[src/gpiop_params.svh]
// Constants for the open-drain multi-function pin bank
`ifndef GPIOP_PARAMS_SVH
`define GPIOP_PARAMS_SVH

`define GPIOP_NPINS      16
`define GPIOP_OBS_SEL_W  4
`define GPIOP_OBS_W      16
`define GPIOP_RATE_W     2
`define GPIOP_PHASE_W    4
`define GPIOP_BLINK_DIV  25000000
`define GPIOP_CFG_CHAN   3'h0
`define GPIOP_CFG_DEVGRP 5'h1E
`define GPIOP_CFG_REGNUM 16'h0100
`define GPIOP_PIN_SSDA   2
`define GPIOP_PIN_SSCL   3
`define GPIOP_PIN_MSDA   6
`define GPIOP_PIN_MSCL   7

`endif

[src/gpiop_pkg.sv]
// Types shared by the pin bank modules
package gpiop_pkg;
	// Pin function selection
	typedef enum logic [1:0] {
		GPIOP_FUNC_IO      = 2'h0,
		GPIOP_FUNC_OBSERVE = 2'h1,
		GPIOP_FUNC_PERIPH  = 2'h2
	} gpiop_func_type;
endpackage : gpiop_pkg

[src/gpiop_pin.sv]
// One open-drain pin: configuration, input sync, change detect and driver select
`include "gpiop_params.svh"
module gpiop_pin #(
	parameter gpiop_pkg::gpiop_func_type RESET_FUNC = gpiop_pkg::GPIOP_FUNC_IO
) (
	input  wire logic                            i_sys_clk,
	input  wire logic                            i_rst,
	input  wire logic                            i_cfg_wr,
	input  wire gpiop_pkg::gpiop_func_type       i_cfg_func,
	input  wire logic                            i_cfg_out_en,
	input  wire logic                            i_cfg_level,
	input  wire logic                            i_cfg_blink_en,
	input  wire logic [`GPIOP_RATE_W-1:0]        i_cfg_blink_rate,
	input  wire logic                            i_cfg_irq_en,
	input  wire logic [`GPIOP_OBS_SEL_W-1:0]     i_cfg_obs_sel,
	input  wire logic                            i_pend_clr,
	input  wire logic [`GPIOP_PHASE_W-1:0]       i_blink_phase,
	input  wire logic [`GPIOP_OBS_W-1:0]         i_observe,
	input  wire logic                            i_periph_low,
	input  wire logic                            i_pad_in,
	output logic                                 o_drive_low,
	output logic                                 o_level,
	output logic                                 o_pend,
	output gpiop_pkg::gpiop_func_type            o_func
);
	import gpiop_pkg::*;

	gpiop_func_type              func_r;
	logic                        out_en_r;
	logic                        level_r;
	logic                        blink_en_r;
	logic [`GPIOP_RATE_W-1:0]    rate_r;
	logic                        irq_en_r;
	logic [`GPIOP_OBS_SEL_W-1:0] obs_sel_r;
	logic                        sync1_r;
	logic                        sync2_r;
	logic                        prev_r;
	logic                        drive_low_r;
	logic                        pend_r;
	logic                        blink_bit;
	logic                        io_low;
	logic                        obs_low;
	logic                        drive_nxt;
	logic                        pend_set;
	logic                        pend_nxt;

	// -----------------------------------------------------------------
	// Configuration registers
	// -----------------------------------------------------------------
	// Function resets per pin so the serial slave pins come up usable
	always_ff @(posedge i_sys_clk) begin
		if (i_rst) begin
			func_r     <= RESET_FUNC;
			out_en_r   <= 1'b0;
			level_r    <= 1'b1;
			blink_en_r <= 1'b0;
			rate_r     <= '0;
			irq_en_r   <= 1'b0;
			obs_sel_r  <= '0;
		end else if (i_cfg_wr) begin
			func_r     <= i_cfg_func;
			out_en_r   <= i_cfg_out_en;
			level_r    <= i_cfg_level;
			blink_en_r <= i_cfg_blink_en;
			rate_r     <= i_cfg_blink_rate;
			irq_en_r   <= i_cfg_irq_en;
			obs_sel_r  <= i_cfg_obs_sel;
		end
	end

	// -----------------------------------------------------------------
	// Driver selection
	// -----------------------------------------------------------------
	// Low level or blink phase pulls the pin; high just releases it
	assign blink_bit = i_blink_phase[rate_r];
	assign io_low    = out_en_r & (blink_en_r ? blink_bit : ~level_r);
	assign obs_low   = ~i_observe[obs_sel_r];

	always_comb begin
		case (func_r)
			GPIOP_FUNC_IO:      drive_nxt = io_low;
			GPIOP_FUNC_OBSERVE: drive_nxt = obs_low;
			GPIOP_FUNC_PERIPH:  drive_nxt = i_periph_low;
			default:            drive_nxt = 1'b0;
		endcase
	end

	// -----------------------------------------------------------------
	// Input sync, change detect, pending flag
	// -----------------------------------------------------------------
	assign pend_set = (sync2_r ^ prev_r) & (func_r == GPIOP_FUNC_IO) & ~out_en_r & irq_en_r;
	assign pend_nxt = pend_set | (pend_r & ~i_pend_clr); // Set beats a same-cycle clear

	// One register holds the drive, so enable and level switch together
	always_ff @(posedge i_sys_clk) begin
		if (i_rst) begin
			sync1_r     <= 1'b1;
			sync2_r     <= 1'b1;
			prev_r      <= 1'b1;
			drive_low_r <= 1'b0;
			pend_r      <= 1'b0;
		end else begin
			sync1_r     <= i_pad_in;
			sync2_r     <= sync1_r;
			prev_r      <= sync2_r;
			drive_low_r <= drive_nxt;
			pend_r      <= pend_nxt;
		end
	end

	assign o_drive_low = drive_low_r;
	assign o_level     = sync2_r;
	assign o_pend      = pend_r;
	assign o_func      = func_r;

	// -----------------------------------------------------------------
	// Checks
	// -----------------------------------------------------------------
	input_release_a: assert property (@(posedge i_sys_clk) disable iff (i_rst)
		(func_r == GPIOP_FUNC_IO && !out_en_r) |=> !o_drive_low)
		else $error("input-mode pin was pulled low");
	observe_drive_a: assert property (@(posedge i_sys_clk) disable iff (i_rst)
		(func_r == GPIOP_FUNC_OBSERVE) |=> (o_drive_low == !$past(i_observe[obs_sel_r])))
		else $error("observed signal not on pin");
	sync_delay_a: assert property (@(posedge i_sys_clk) disable iff (i_rst)
		$past(i_rst, 3) == 1'b0 |-> (o_level == $past(i_pad_in, 2)))
		else $error("level not two stages behind pad");
	pend_set_a: assert property (@(posedge i_sys_clk) disable iff (i_rst)
		pend_set |=> o_pend)
		else $error("pin change lost");
	pend_cause_a: assert property (@(posedge i_sys_clk) disable iff (i_rst)
		(!o_pend && !(irq_en_r && func_r == GPIOP_FUNC_IO && !out_en_r)) |=> !o_pend)
		else $error("pending set without enable");
	level_drive_a: assert property (@(posedge i_sys_clk) disable iff (i_rst)
		(func_r == GPIOP_FUNC_IO && out_en_r && !blink_en_r) |=> (o_drive_low == !$past(level_r)))
		else $error("output level not followed");
endmodule : gpiop_pin

[src/gpiop_bank.sv]
// Sixteen-pin open-drain multi-function bank with blink divider and peripheral routing
// What this block does
// - Pins open-drain: pull low or release only
// - Pin two resets to slave serial data
// - Pin three resets to slave serial clock
// - Software sets plain pin output level
// - Plain pin reads input or blinks LED
// - Input change sets pending flag when enabled
// - Observe mode enables the driver automatically
// - Second setting picks observed internal signal
// - Management master zero uses pins six, seven
// - Pin zero status at group 1E/0100
`include "gpiop_params.svh"
module gpiop_bank #(
	parameter int BLINK_DIV = `GPIOP_BLINK_DIV
) (
	input  wire logic                            i_sys_clk,
	input  wire logic                            i_rst,
	input  wire logic [`GPIOP_NPINS-1:0]         i_cfg_wr,
	input  wire gpiop_pkg::gpiop_func_type       i_cfg_func,
	input  wire logic                            i_cfg_out_en,
	input  wire logic                            i_cfg_level,
	input  wire logic                            i_cfg_blink_en,
	input  wire logic [`GPIOP_RATE_W-1:0]        i_cfg_blink_rate,
	input  wire logic                            i_cfg_irq_en,
	input  wire logic [`GPIOP_OBS_SEL_W-1:0]     i_cfg_obs_sel,
	input  wire logic [`GPIOP_NPINS-1:0]         i_pend_clr,
	input  wire logic [`GPIOP_OBS_W-1:0]         i_observe,
	input  wire logic [`GPIOP_NPINS-1:0]         i_periph_low,
	input  wire logic                            i_slv_sda_low,
	input  wire logic                            i_slv_scl_low,
	input  wire logic                            i_mm0_sda_low,
	input  wire logic                            i_mm0_scl_low,
	input  wire logic [`GPIOP_NPINS-1:0]         i_pin_in,
	output logic [`GPIOP_NPINS-1:0]              o_pin_out,
	output logic [`GPIOP_NPINS-1:0]              o_pin_oe_n,
	output logic [`GPIOP_NPINS-1:0]              o_pin_level,
	output logic [`GPIOP_NPINS-1:0]              o_pin_pend,
	output logic                                 o_slv_sda_in,
	output logic                                 o_slv_scl_in,
	output logic                                 o_mm0_sda_in,
	output logic                                 o_mm0_scl_in,
	output logic [23:0]                          o_cfg_status_addr
);
	import gpiop_pkg::*;

	localparam int CNT_W = $clog2(BLINK_DIV);

	logic [CNT_W-1:0]          div_r;
	logic [`GPIOP_PHASE_W-1:0] phase_r;
	logic                      tick;
	logic [`GPIOP_NPINS-1:0]   drive_low;
	logic [`GPIOP_NPINS-1:0]   periph_low;
	gpiop_func_type            func_w [`GPIOP_NPINS];

	// -----------------------------------------------------------------
	// Blink rate divider
	// -----------------------------------------------------------------
	// One slow tick feeds a phase counter; each bit is a blink rate
	assign tick = (div_r == CNT_W'(BLINK_DIV - 1));

	always_ff @(posedge i_sys_clk) begin
		if (i_rst) begin
			div_r   <= '0;
			phase_r <= '0;
		end else begin
			div_r   <= tick ? '0 : div_r + 1'b1;
			phase_r <= tick ? phase_r + 1'b1 : phase_r;
		end
	end

	// -----------------------------------------------------------------
	// Peripheral routing
	// -----------------------------------------------------------------
	// Dedicated serial lines replace the generic peripheral drive
	always_comb begin
		periph_low                   = i_periph_low;
		periph_low[`GPIOP_PIN_SSDA]  = i_slv_sda_low;
		periph_low[`GPIOP_PIN_SSCL]  = i_slv_scl_low;
		periph_low[`GPIOP_PIN_MSDA]  = i_mm0_sda_low;
		periph_low[`GPIOP_PIN_MSCL]  = i_mm0_scl_low;
	end

	// Unconfigured serial inputs read as an idle, released line
	assign o_slv_sda_in = (func_w[`GPIOP_PIN_SSDA] == GPIOP_FUNC_PERIPH) ? o_pin_level[`GPIOP_PIN_SSDA] : 1'b1;
	assign o_slv_scl_in = (func_w[`GPIOP_PIN_SSCL] == GPIOP_FUNC_PERIPH) ? o_pin_level[`GPIOP_PIN_SSCL] : 1'b1;
	assign o_mm0_sda_in = (func_w[`GPIOP_PIN_MSDA] == GPIOP_FUNC_PERIPH) ? o_pin_level[`GPIOP_PIN_MSDA] : 1'b1;
	assign o_mm0_scl_in = (func_w[`GPIOP_PIN_MSCL] == GPIOP_FUNC_PERIPH) ? o_pin_level[`GPIOP_PIN_MSCL] : 1'b1;

	// Pin zero status address: channel, group, register number
	assign o_cfg_status_addr = {`GPIOP_CFG_CHAN, `GPIOP_CFG_DEVGRP, `GPIOP_CFG_REGNUM};

	// -----------------------------------------------------------------
	// Pins
	// -----------------------------------------------------------------
	for (genvar p = 0; p < `GPIOP_NPINS; p++) begin : g_pin
		localparam gpiop_func_type RST_F =
			(p == `GPIOP_PIN_SSDA || p == `GPIOP_PIN_SSCL) ? GPIOP_FUNC_PERIPH : GPIOP_FUNC_IO;
		gpiop_pin #(
			.RESET_FUNC (RST_F)
		) i_gpiop_pin (
			.i_sys_clk        (i_sys_clk),
			.i_rst            (i_rst),
			.i_cfg_wr         (i_cfg_wr[p]),
			.i_cfg_func       (i_cfg_func),
			.i_cfg_out_en     (i_cfg_out_en),
			.i_cfg_level      (i_cfg_level),
			.i_cfg_blink_en   (i_cfg_blink_en),
			.i_cfg_blink_rate (i_cfg_blink_rate),
			.i_cfg_irq_en     (i_cfg_irq_en),
			.i_cfg_obs_sel    (i_cfg_obs_sel),
			.i_pend_clr       (i_pend_clr[p]),
			.i_blink_phase    (phase_r),
			.i_observe        (i_observe),
			.i_periph_low     (periph_low[p]),
			.i_pad_in         (i_pin_in[p]),
			.o_drive_low      (drive_low[p]),
			.o_level          (o_pin_level[p]),
			.o_pend           (o_pin_pend[p]),
			.o_func           (func_w[p])
		);
	end

	// Data is always low; the enable alone decides pull or release
	assign o_pin_out  = '0;
	assign o_pin_oe_n = ~drive_low;

	// -----------------------------------------------------------------
	// Checks
	// -----------------------------------------------------------------
	reset_slave_a: assert property (@(posedge i_sys_clk)
		i_rst |=> (func_w[`GPIOP_PIN_SSDA] == GPIOP_FUNC_PERIPH && func_w[`GPIOP_PIN_SSCL] == GPIOP_FUNC_PERIPH))
		else $error("slave serial pins not default after reset");
	mm0_gate_a: assert property (@(posedge i_sys_clk) disable iff (i_rst)
		(func_w[`GPIOP_PIN_MSDA] != GPIOP_FUNC_PERIPH) |-> o_mm0_sda_in)
		else $error("master data seen while pin unassigned");
	mm0_route_a: assert property (@(posedge i_sys_clk) disable iff (i_rst)
		(func_w[`GPIOP_PIN_MSCL] == GPIOP_FUNC_PERIPH) |=> (o_pin_oe_n[`GPIOP_PIN_MSCL] == !$past(i_mm0_scl_low)))
		else $error("master clock not driven on pin seven");
	open_drain_a: assert property (@(posedge i_sys_clk) disable iff (i_rst)
		o_pin_out == '0)
		else $error("pin driven high");
endmodule : gpiop_bank

[config.mk]
export PLATFORM = sky130hd
export DESIGN_NAME = gpiop_bank
export DESIGN_NICKNAME = d
export VERILOG_FILES = /design/src/gpiop_pkg.sv /design/src/gpiop_pin.sv /design/src/gpiop_bank.sv
export VERILOG_INCLUDE_DIRS = /design/src
export SDC_FILE = /design/constraint.sdc
export NUM_CORES = 1
export LEC_CHECK = 0
export BUFFER_PORTS_ARGS = -buffer_cell sky130_fd_sc_hd__buf_2
export CAP_MARGIN = 20
export CORE_ASPECT_RATIO = 2
export CORE_UTILIZATION = 60
export CTS_CLUSTER_DIAMETER = 150
export CTS_CLUSTER_SIZE = 24
export DETAILED_ROUTE_END_ITERATION = 7
export PLACE_DENSITY = 0.84
export SETUP_SLACK_MARGIN = 0.3
export SYNTH_ARGS = -nofsm -noshare
export SYNTH_HDL_FRONTEND = slang
export SYNTH_SLANG_ARGS = --single-unit
export TNS_END_PERCENT = 10
[constraint.sdc]
create_clock -name i_sys_clk -period 4.96 [get_ports i_sys_clk]
set_input_delay 0.744 -clock i_sys_clk [delete_from_list [all_inputs] [get_ports i_sys_clk]]
set_output_delay 0.744 -clock i_sys_clk [all_outputs]
set_load 0.005 [all_outputs]
Word level (Yosys, flattened, before mapping):

Index checks and enable logic that the tools add are counted.

* logic and storage cells: 555
* flip-flop bits (word level): 301
* output and inout bits: 92
* input port bits: 98

* $lt $le $gt $ge: 32
* bitwise logic cells: 177
* equality and inequality tests: 33
* muxes and demuxes: 100
* add/subtract/negate cells: 2
* reduce and logical (&&, ||, !) cells: 17

Operator list (count)
* $and A1 B1 Y1: 80
* $lt A4 B5 Y1 const B: 16
* $bmux W1 S4: 16
* $not A1 Y1: 64
* $mux W1: 52
* $lt A2 B3 Y1 const B: 16
* $pmux W1 S3: 16
* $bmux W1 S2: 16
* $eq A2 B1 Y1 const B: 16
* $eq A2 B2 Y1 const B: 16
* $logic_not A2 Y1: 16
* $add A25 B1 Y25 const B: 1
* $eq A25 B25 Y1 const B: 1
* $not A16 Y16: 1
* $or A1 B1 Y1: 16
* $xor A1 B1 Y1: 16
* $add A4 B1 Y4 const B: 1
* $reduce_or A2 Y1: 1

Longest topological paths before layout:

* depth after elaboration: 5
* depth in mapped cells: 8
* depth with buffers taken out: 6

Cells and area by module:

A second synthesis with hierarchy kept.

* cells, all modules: 1272
* area total of the unflattened synthesis: 14282.4 um^2

Modules (own cells, without submodules)
* gpiop_pin (g_pin[0].i_gpiop_pin ...): instances 14, area an instance 778.2 um^2, cells an instance 66
* gpiop_bank: instances 1, area an instance 1818.0 um^2, cells an instance 214
* gpiop_pin (g_pin[2].i_gpiop_pin ...): instances 2, area an instance 784.5 um^2, cells an instance 67

Least setup slack after synthesis:

Ideal clock, no wire load.

* kind: input to register
* start: input i_observe[3]
* end: register g_pin[15].i_gpiop_pin.drive_low_r
* stages on the path: 5
* data arrival time: 1.739 ns
* slack: 3.087 ns
* data required time: 4.826 ns
* setup time: 0.134 ns
* cells stage by stage: clkbuf_1 mux4_2 o32ai_1 a2111oi_0 a21oi_1

* word-level cells in the longest chain between the ends: 4

Ends and longest elaborated chain
* start: declaration: RTL line gpiop_bank.sv:28 `` input wire logic [`GPIOP_OBS_W-1:0] i_observe, ``
* $bmux W1 S4: RTL line gpiop_pin.sv:77 `assign obs_low = ~i_observe[obs_sel_r];`
* $mux W1 (implied by the code): RTL line gpiop_pin.sv:77
* $not A1 Y1: RTL line gpiop_pin.sv:77
* $pmux W1 S3: RTL line gpiop_pin.sv:80 `case (func_r)`
* end signal: assignment: RTL line gpiop_pin.sv:106 `drive_low_r <= drive_nxt;`
* end: declaration: RTL line gpiop_pin.sv:38 `logic drive_low_r;`

Every way passes these cells. The select of a mux whose other input is x is not followed.
A chain may end at the register's enable or synchronous reset.

Final worst setup path:

* start: register g_pin[2].i_gpiop_pin.func_r[1]
* end: output o_slv_sda_in

* word-level cells in the longest chain between the ends: 2

Ends and longest elaborated chain
* start: declaration: RTL line gpiop_pin.sv:28 `gpiop_func_type func_r;`
* start signal: assignment: RTL line gpiop_pin.sv:61 `func_r <= i_cfg_func;`
* $eq A2 B2 Y1: RTL line gpiop_bank.sv:85 `` assign o_slv_sda_in = (func_w[`GPIOP_PIN_SSDA] == GPIOP_FUNC_PERIPH) ? o_pin_level[`GPIOP_PIN_SSDA] : 1'b1; ``
* $mux W1: RTL line gpiop_bank.sv:85
* end: declaration: RTL line gpiop_bank.sv:39 `output logic o_slv_sda_in,`

Every way passes these cells.

==> out/summary.json <==
{
  "synth_seq_cells": {"value": 301},
  "cts-buffers-inserted": {"value": 16},
  "detail_route.first_pass.iterations": {"value": 8},
  "crit_path_cells": {"value": "or3b_2 > buf_2"},
  "ff2ff_path_depth": {"value": 6},
  "placeableCoreArea": {"value": 0.0233, "unit": "mm²"},
  "first_pass_grt_wire_length": {"value": 52.1, "unit": "mm"},
  "num_vias": {"value": 10500},
  "run_status": {"value": "finished, violations left"},
  "die_width": {"value": 111, "unit": "µm"},
  "hold_class": {"value": "primary input to flip-flop"},
  "synth_top_area_share": {"value": 42.3, "unit": "%"},
  "critical_path_cell_count": {"value": 2},
  "timing.final.crit_period": {"value": 2.29, "unit": "ns"},
  "fin_setup_tns": {"value": 0, "unit": "ns"},
  "timing.final.setup_violations": {"value": 0},
  "drtAntennaViolNets": {"value": 0},
  "post_cts_hold_buffers": {"value": 0},
  "hpwl": {"value": 21.7, "unit": "mm"},
  "die_area": {"value": 0.0244, "unit": "mm²"},
  "area.growth.synth_to_final": {"value": 5.49, "unit": "%"},
  "synth.yosys.seq_area_share": {"value": 42.3, "unit": "%"},
  "timing.critical_path.from": {"value": "g_pin[2].i_gpiop_pin.o_func[1]"},
  "timing.critical_path.max_delay_family": {"value": "simple AND/OR/NAND/NOR gates"},
  "postLayoutCellArea": {"value": 0.0150, "unit": "mm²"},
  "failed_checks": {"value": "DRC"},
  "chipHeight": {"value": 220, "unit": "µm"},
  "crit_path_start_kind": {"value": "flip-flop"},
  "cts_sinks": {"value": 301},
  "worst_slew_pin_slew": {"value": 0.983, "unit": "ns"},
  "yosysUniqueCellTypes": {"value": 47},
  "finalCritPeriodShare": {"value": 46.2, "unit": "%"},
  "synth_area_leaders": {"value": "dfxtp_1 42%, mux2i_1 13%, mux4_2 12%"},
  "syn_area_per_cell": {"value": 10.2, "unit": "µm²"},
  "setup_repair_after_global_routing_missed_its_margin": {"value": "no"},
  "worst-r2r-setup-slack": {"value": 2.78, "unit": "ns"},
  "finish.net_count": {"value": 1532},
  "grt_pass1_vias": {"value": 10400},
  "ys.warnings.count": {"value": 0},
  "cp_num_buf_inv": {"value": 1},
  "placed_area": {"value": 0.0146, "unit": "mm²"},
  "final_estimated_routing_congestion_in_global_placement": {"value": 0.828},
  "fmax": {"value": 436, "unit": "MHz"},
  "max_cap_viol_count": {"value": 0},
  "detail_route.wl_per_cell": {"value": 19.6, "unit": "µm"},
  "leakagePower": {"value": 6.13, "unit": "nW"},
  "drt-vias-per-instance": {"value": 6.12},
  "irDropWorstVdd": {"value": 0.230, "unit": "mV"},
  "cp_slowest_stage_delay": {"value": 0.47, "unit": "ns"},
  "clock_tree_root_buffer_cell": {"value": "clkbuf_16"},
  "rr_startpoint": {"value": "div_r[0]"},
  "cts_tree": {"value": "done"},
  "htreeDepth": {"value": 1},
  "slew_violations": {"value": 0},
  "placed_cells": {"value": 1696},
  "layout-drive-gt1-share": {"value": 21.0, "unit": "%"},
  "netlist_top_cells_count": {"value": "301 x dfxtp_1, 250 x nor2_1, 184 x mux2i_1"},
  "antenna_found_initial": {"value": 0},
  "post_synth_instance_area": {"value": 0.0142, "unit": "mm²"},
  "endpoint_kind": {"value": "primary output"},
  "insertion_delay": {"value": 0.52, "unit": "ns"},
  "count_of_flip_flops_with_a_built_in_enable_after_synthesis": {"value": 0},
  "synthArstFlopShare": {"value": 0, "unit": "%"},
  "detail_route.drc_violations": {"value": 18},
  "gates_resized_cts_repair": {"value": 0},
  "critPathMaxFanout": {"value": 6},
  "postCtsSetupBuffers": {"value": 0},
  "finish.cell_count_without_fillers": {"value": 1715},
  "power_density": {"value": 307, "unit": "mW/mm²"},
  "finalHoldViolations": {"value": 0},
  "yosys.area.top_type": {"value": "dfxtp_1"},
  "antenna_cells": {"value": 0},
  "cp.required": {"value": 4.22, "unit": "ns"},
  "synth_top_flop_cell": {"value": "dfxtp_1"},
  "worst_setup_path_endpoint": {"value": "o_slv_sda_in"},
  "syn-instance-count": {"value": 1392},
  "globalRoute.totalOverflow": {"value": 0},
  "grt_start_max_net_pins": {"value": 133},
  "arrival": {"value": 1.55, "unit": "ns"},
  "drt_iter0_drc": {"value": 803},
  "detail_route.wirelength": {"value": 33.6, "unit": "mm"},
  "critPathKind": {"value": "flip-flop to primary output"},
  "final.setup_skew": {"value": 0.0216, "unit": "ns"},
  "top_level_ports": {"value": 190},
  "std_cell_rows": {"value": 79},
  "synth.most_common_cell": {"value": "dfxtp_1"},
  "clockBufferDepth": {"value": 3},
  "initial_utilization": {"value": 61.1, "unit": "%"},
  "grt.total_usage": {"value": 27.2, "unit": "%"},
  "io_buffers": {"value": 145},
  "worst_path_max_delay_cell": {"value": "or3b_2"},
  "timing.slew.headroom": {"value": 32.8, "unit": "%"},
  "final_core_util": {"value": 64.4, "unit": "%"},
  "clk_pin_slew": {"value": 0.09, "unit": "ns"},
  "timing.rr.end": {"value": "div_r[14]"}
}
==> layer usage <==
| layer | wire (µm) | share of wire [%] | vias up | track usage (%) |
|---|---|---|---|---|
| met4 | 2390 | 7.1 | 0 | 20.6 |
| met1 | 11900 | 35 | 5089 | 28.9 |
| met3 | 2100 | 6.3 | 128 | 3.38 |
| li1 | - | - | 4808 | - |
| met2 | 17300 | 51 | 468 | 49.0 |
| met5 | 0 | 0 | - | 0 |
==> cell families after synthesis <==
| logic type | synth area share (%) |
|---|---|
| AND/OR/NAND/NOR | 17.2 |
| flip-flops | 42.3 |
| multiplexers | 25.4 |
| buffers and inverters | 7.24 |
| AO/OA/AOI/OAI | 5.01 |
| XOR/XNOR | 2.58 |
| adder cells (fa/ha/maj) | 0.176 |
| other | 0.0527 |
==> cells in the final DEF, fill, tap and decap left out, drive strengths merged, types with 2 or more instances in the layout <==
cell,instances
dfxtp,301
nor2,250
mux2i,184
buf,148
mux4,78
or2,50
conb,40
a21oi,39
nor2b,35
xor2,33
inv,28
nand3,28
nor4b,27
nand2,21
clkbuf,19
a211o,18
nand2b,18
nand3b,15
nor3b,12
o32ai,12
nand4,11
xnor2,9
o21ai,9
a21o,9
a2111oi,8
nor4,5
and3,3
a31oi,3
o211ai,3
o31ai,3
nor3,3
mux2,2
ha,2
==> cell type report <==
class / instances / area (µm²)
inverter: 28 / 105
clock buffer: 17 / 425
sequential: 301 / 6030
tap: 283 / 354
fill: 1875 / 8300
clock inverter: 1 / 16.3
timing repair buffer: 150 / 769
multi-input combinational: 935 / 7330
==> through the flow <==
stage	worst slack (ns)	hold WS, ns	power (mW)
after floorplan	3.09	0.389	3.12
after CTS	2.59	0.394	4.64
after detailed placement	2.08	0.394	3.27
after global routing	2.61	0.410	4.78
after global placement	2.22	0.391	3.24
final	2.67	0.409	4.61
==> registers in the layout, indices dropped and copies added, names as in the netlist <==
signal / flops
g_pin.i_gpiop_pin.o_func: 32
g_pin.i_gpiop_pin.o_pend: 16
g_pin.i_gpiop_pin.o_level: 16
g_pin.i_gpiop_pin.obs_sel_r: 64
phase_r: 4
g_pin.i_gpiop_pin.prev_r: 16
g_pin.i_gpiop_pin.sync1_r: 16
g_pin.i_gpiop_pin.irq_en_r: 16
g_pin.i_gpiop_pin.blink_en_r: 16
div_r: 25
g_pin.i_gpiop_pin.o_drive_low: 16
g_pin.i_gpiop_pin.rate_r: 32
g_pin.i_gpiop_pin.out_en_r: 16
g_pin.i_gpiop_pin.level_r: 16
==> worst min-delay path by stage <==
stage | start | to | slack, ns | cells after the start
after floorplan | g_pin[0].i_gpiop_pin.sync1_r | g_pin[0].i_gpiop_pin.o_level | 0.39 | 1
after global placement | g_pin[13].i_gpiop_pin.sync1_r | g_pin[13].i_gpiop_pin.o_level | 0.39 | 1
after detailed placement | g_pin[13].i_gpiop_pin.sync1_r | g_pin[13].i_gpiop_pin.o_level | 0.39 | 1
after CTS | i_pin_in[2] | g_pin[2].i_gpiop_pin.sync1_r | 0.39 | 2
after global routing | i_pin_in[12] | g_pin[12].i_gpiop_pin.sync1_r | 0.41 | 2
final | i_pin_in[2] | g_pin[2].i_gpiop_pin.sync1_r | 0.41 | 2
==> report_power, final <==
part / total, mW / leakage [nW] / switching [mW] / internal [mW]
clock: 1.38 / 0.216 / 0.762 / 0.621
sequential: 2.66 / 2.48 / 0.117 / 2.54
combinational: 0.575 / 3.43 / 0.297 / 0.278
No activity file was read; power rests on OpenSTA's default activity.
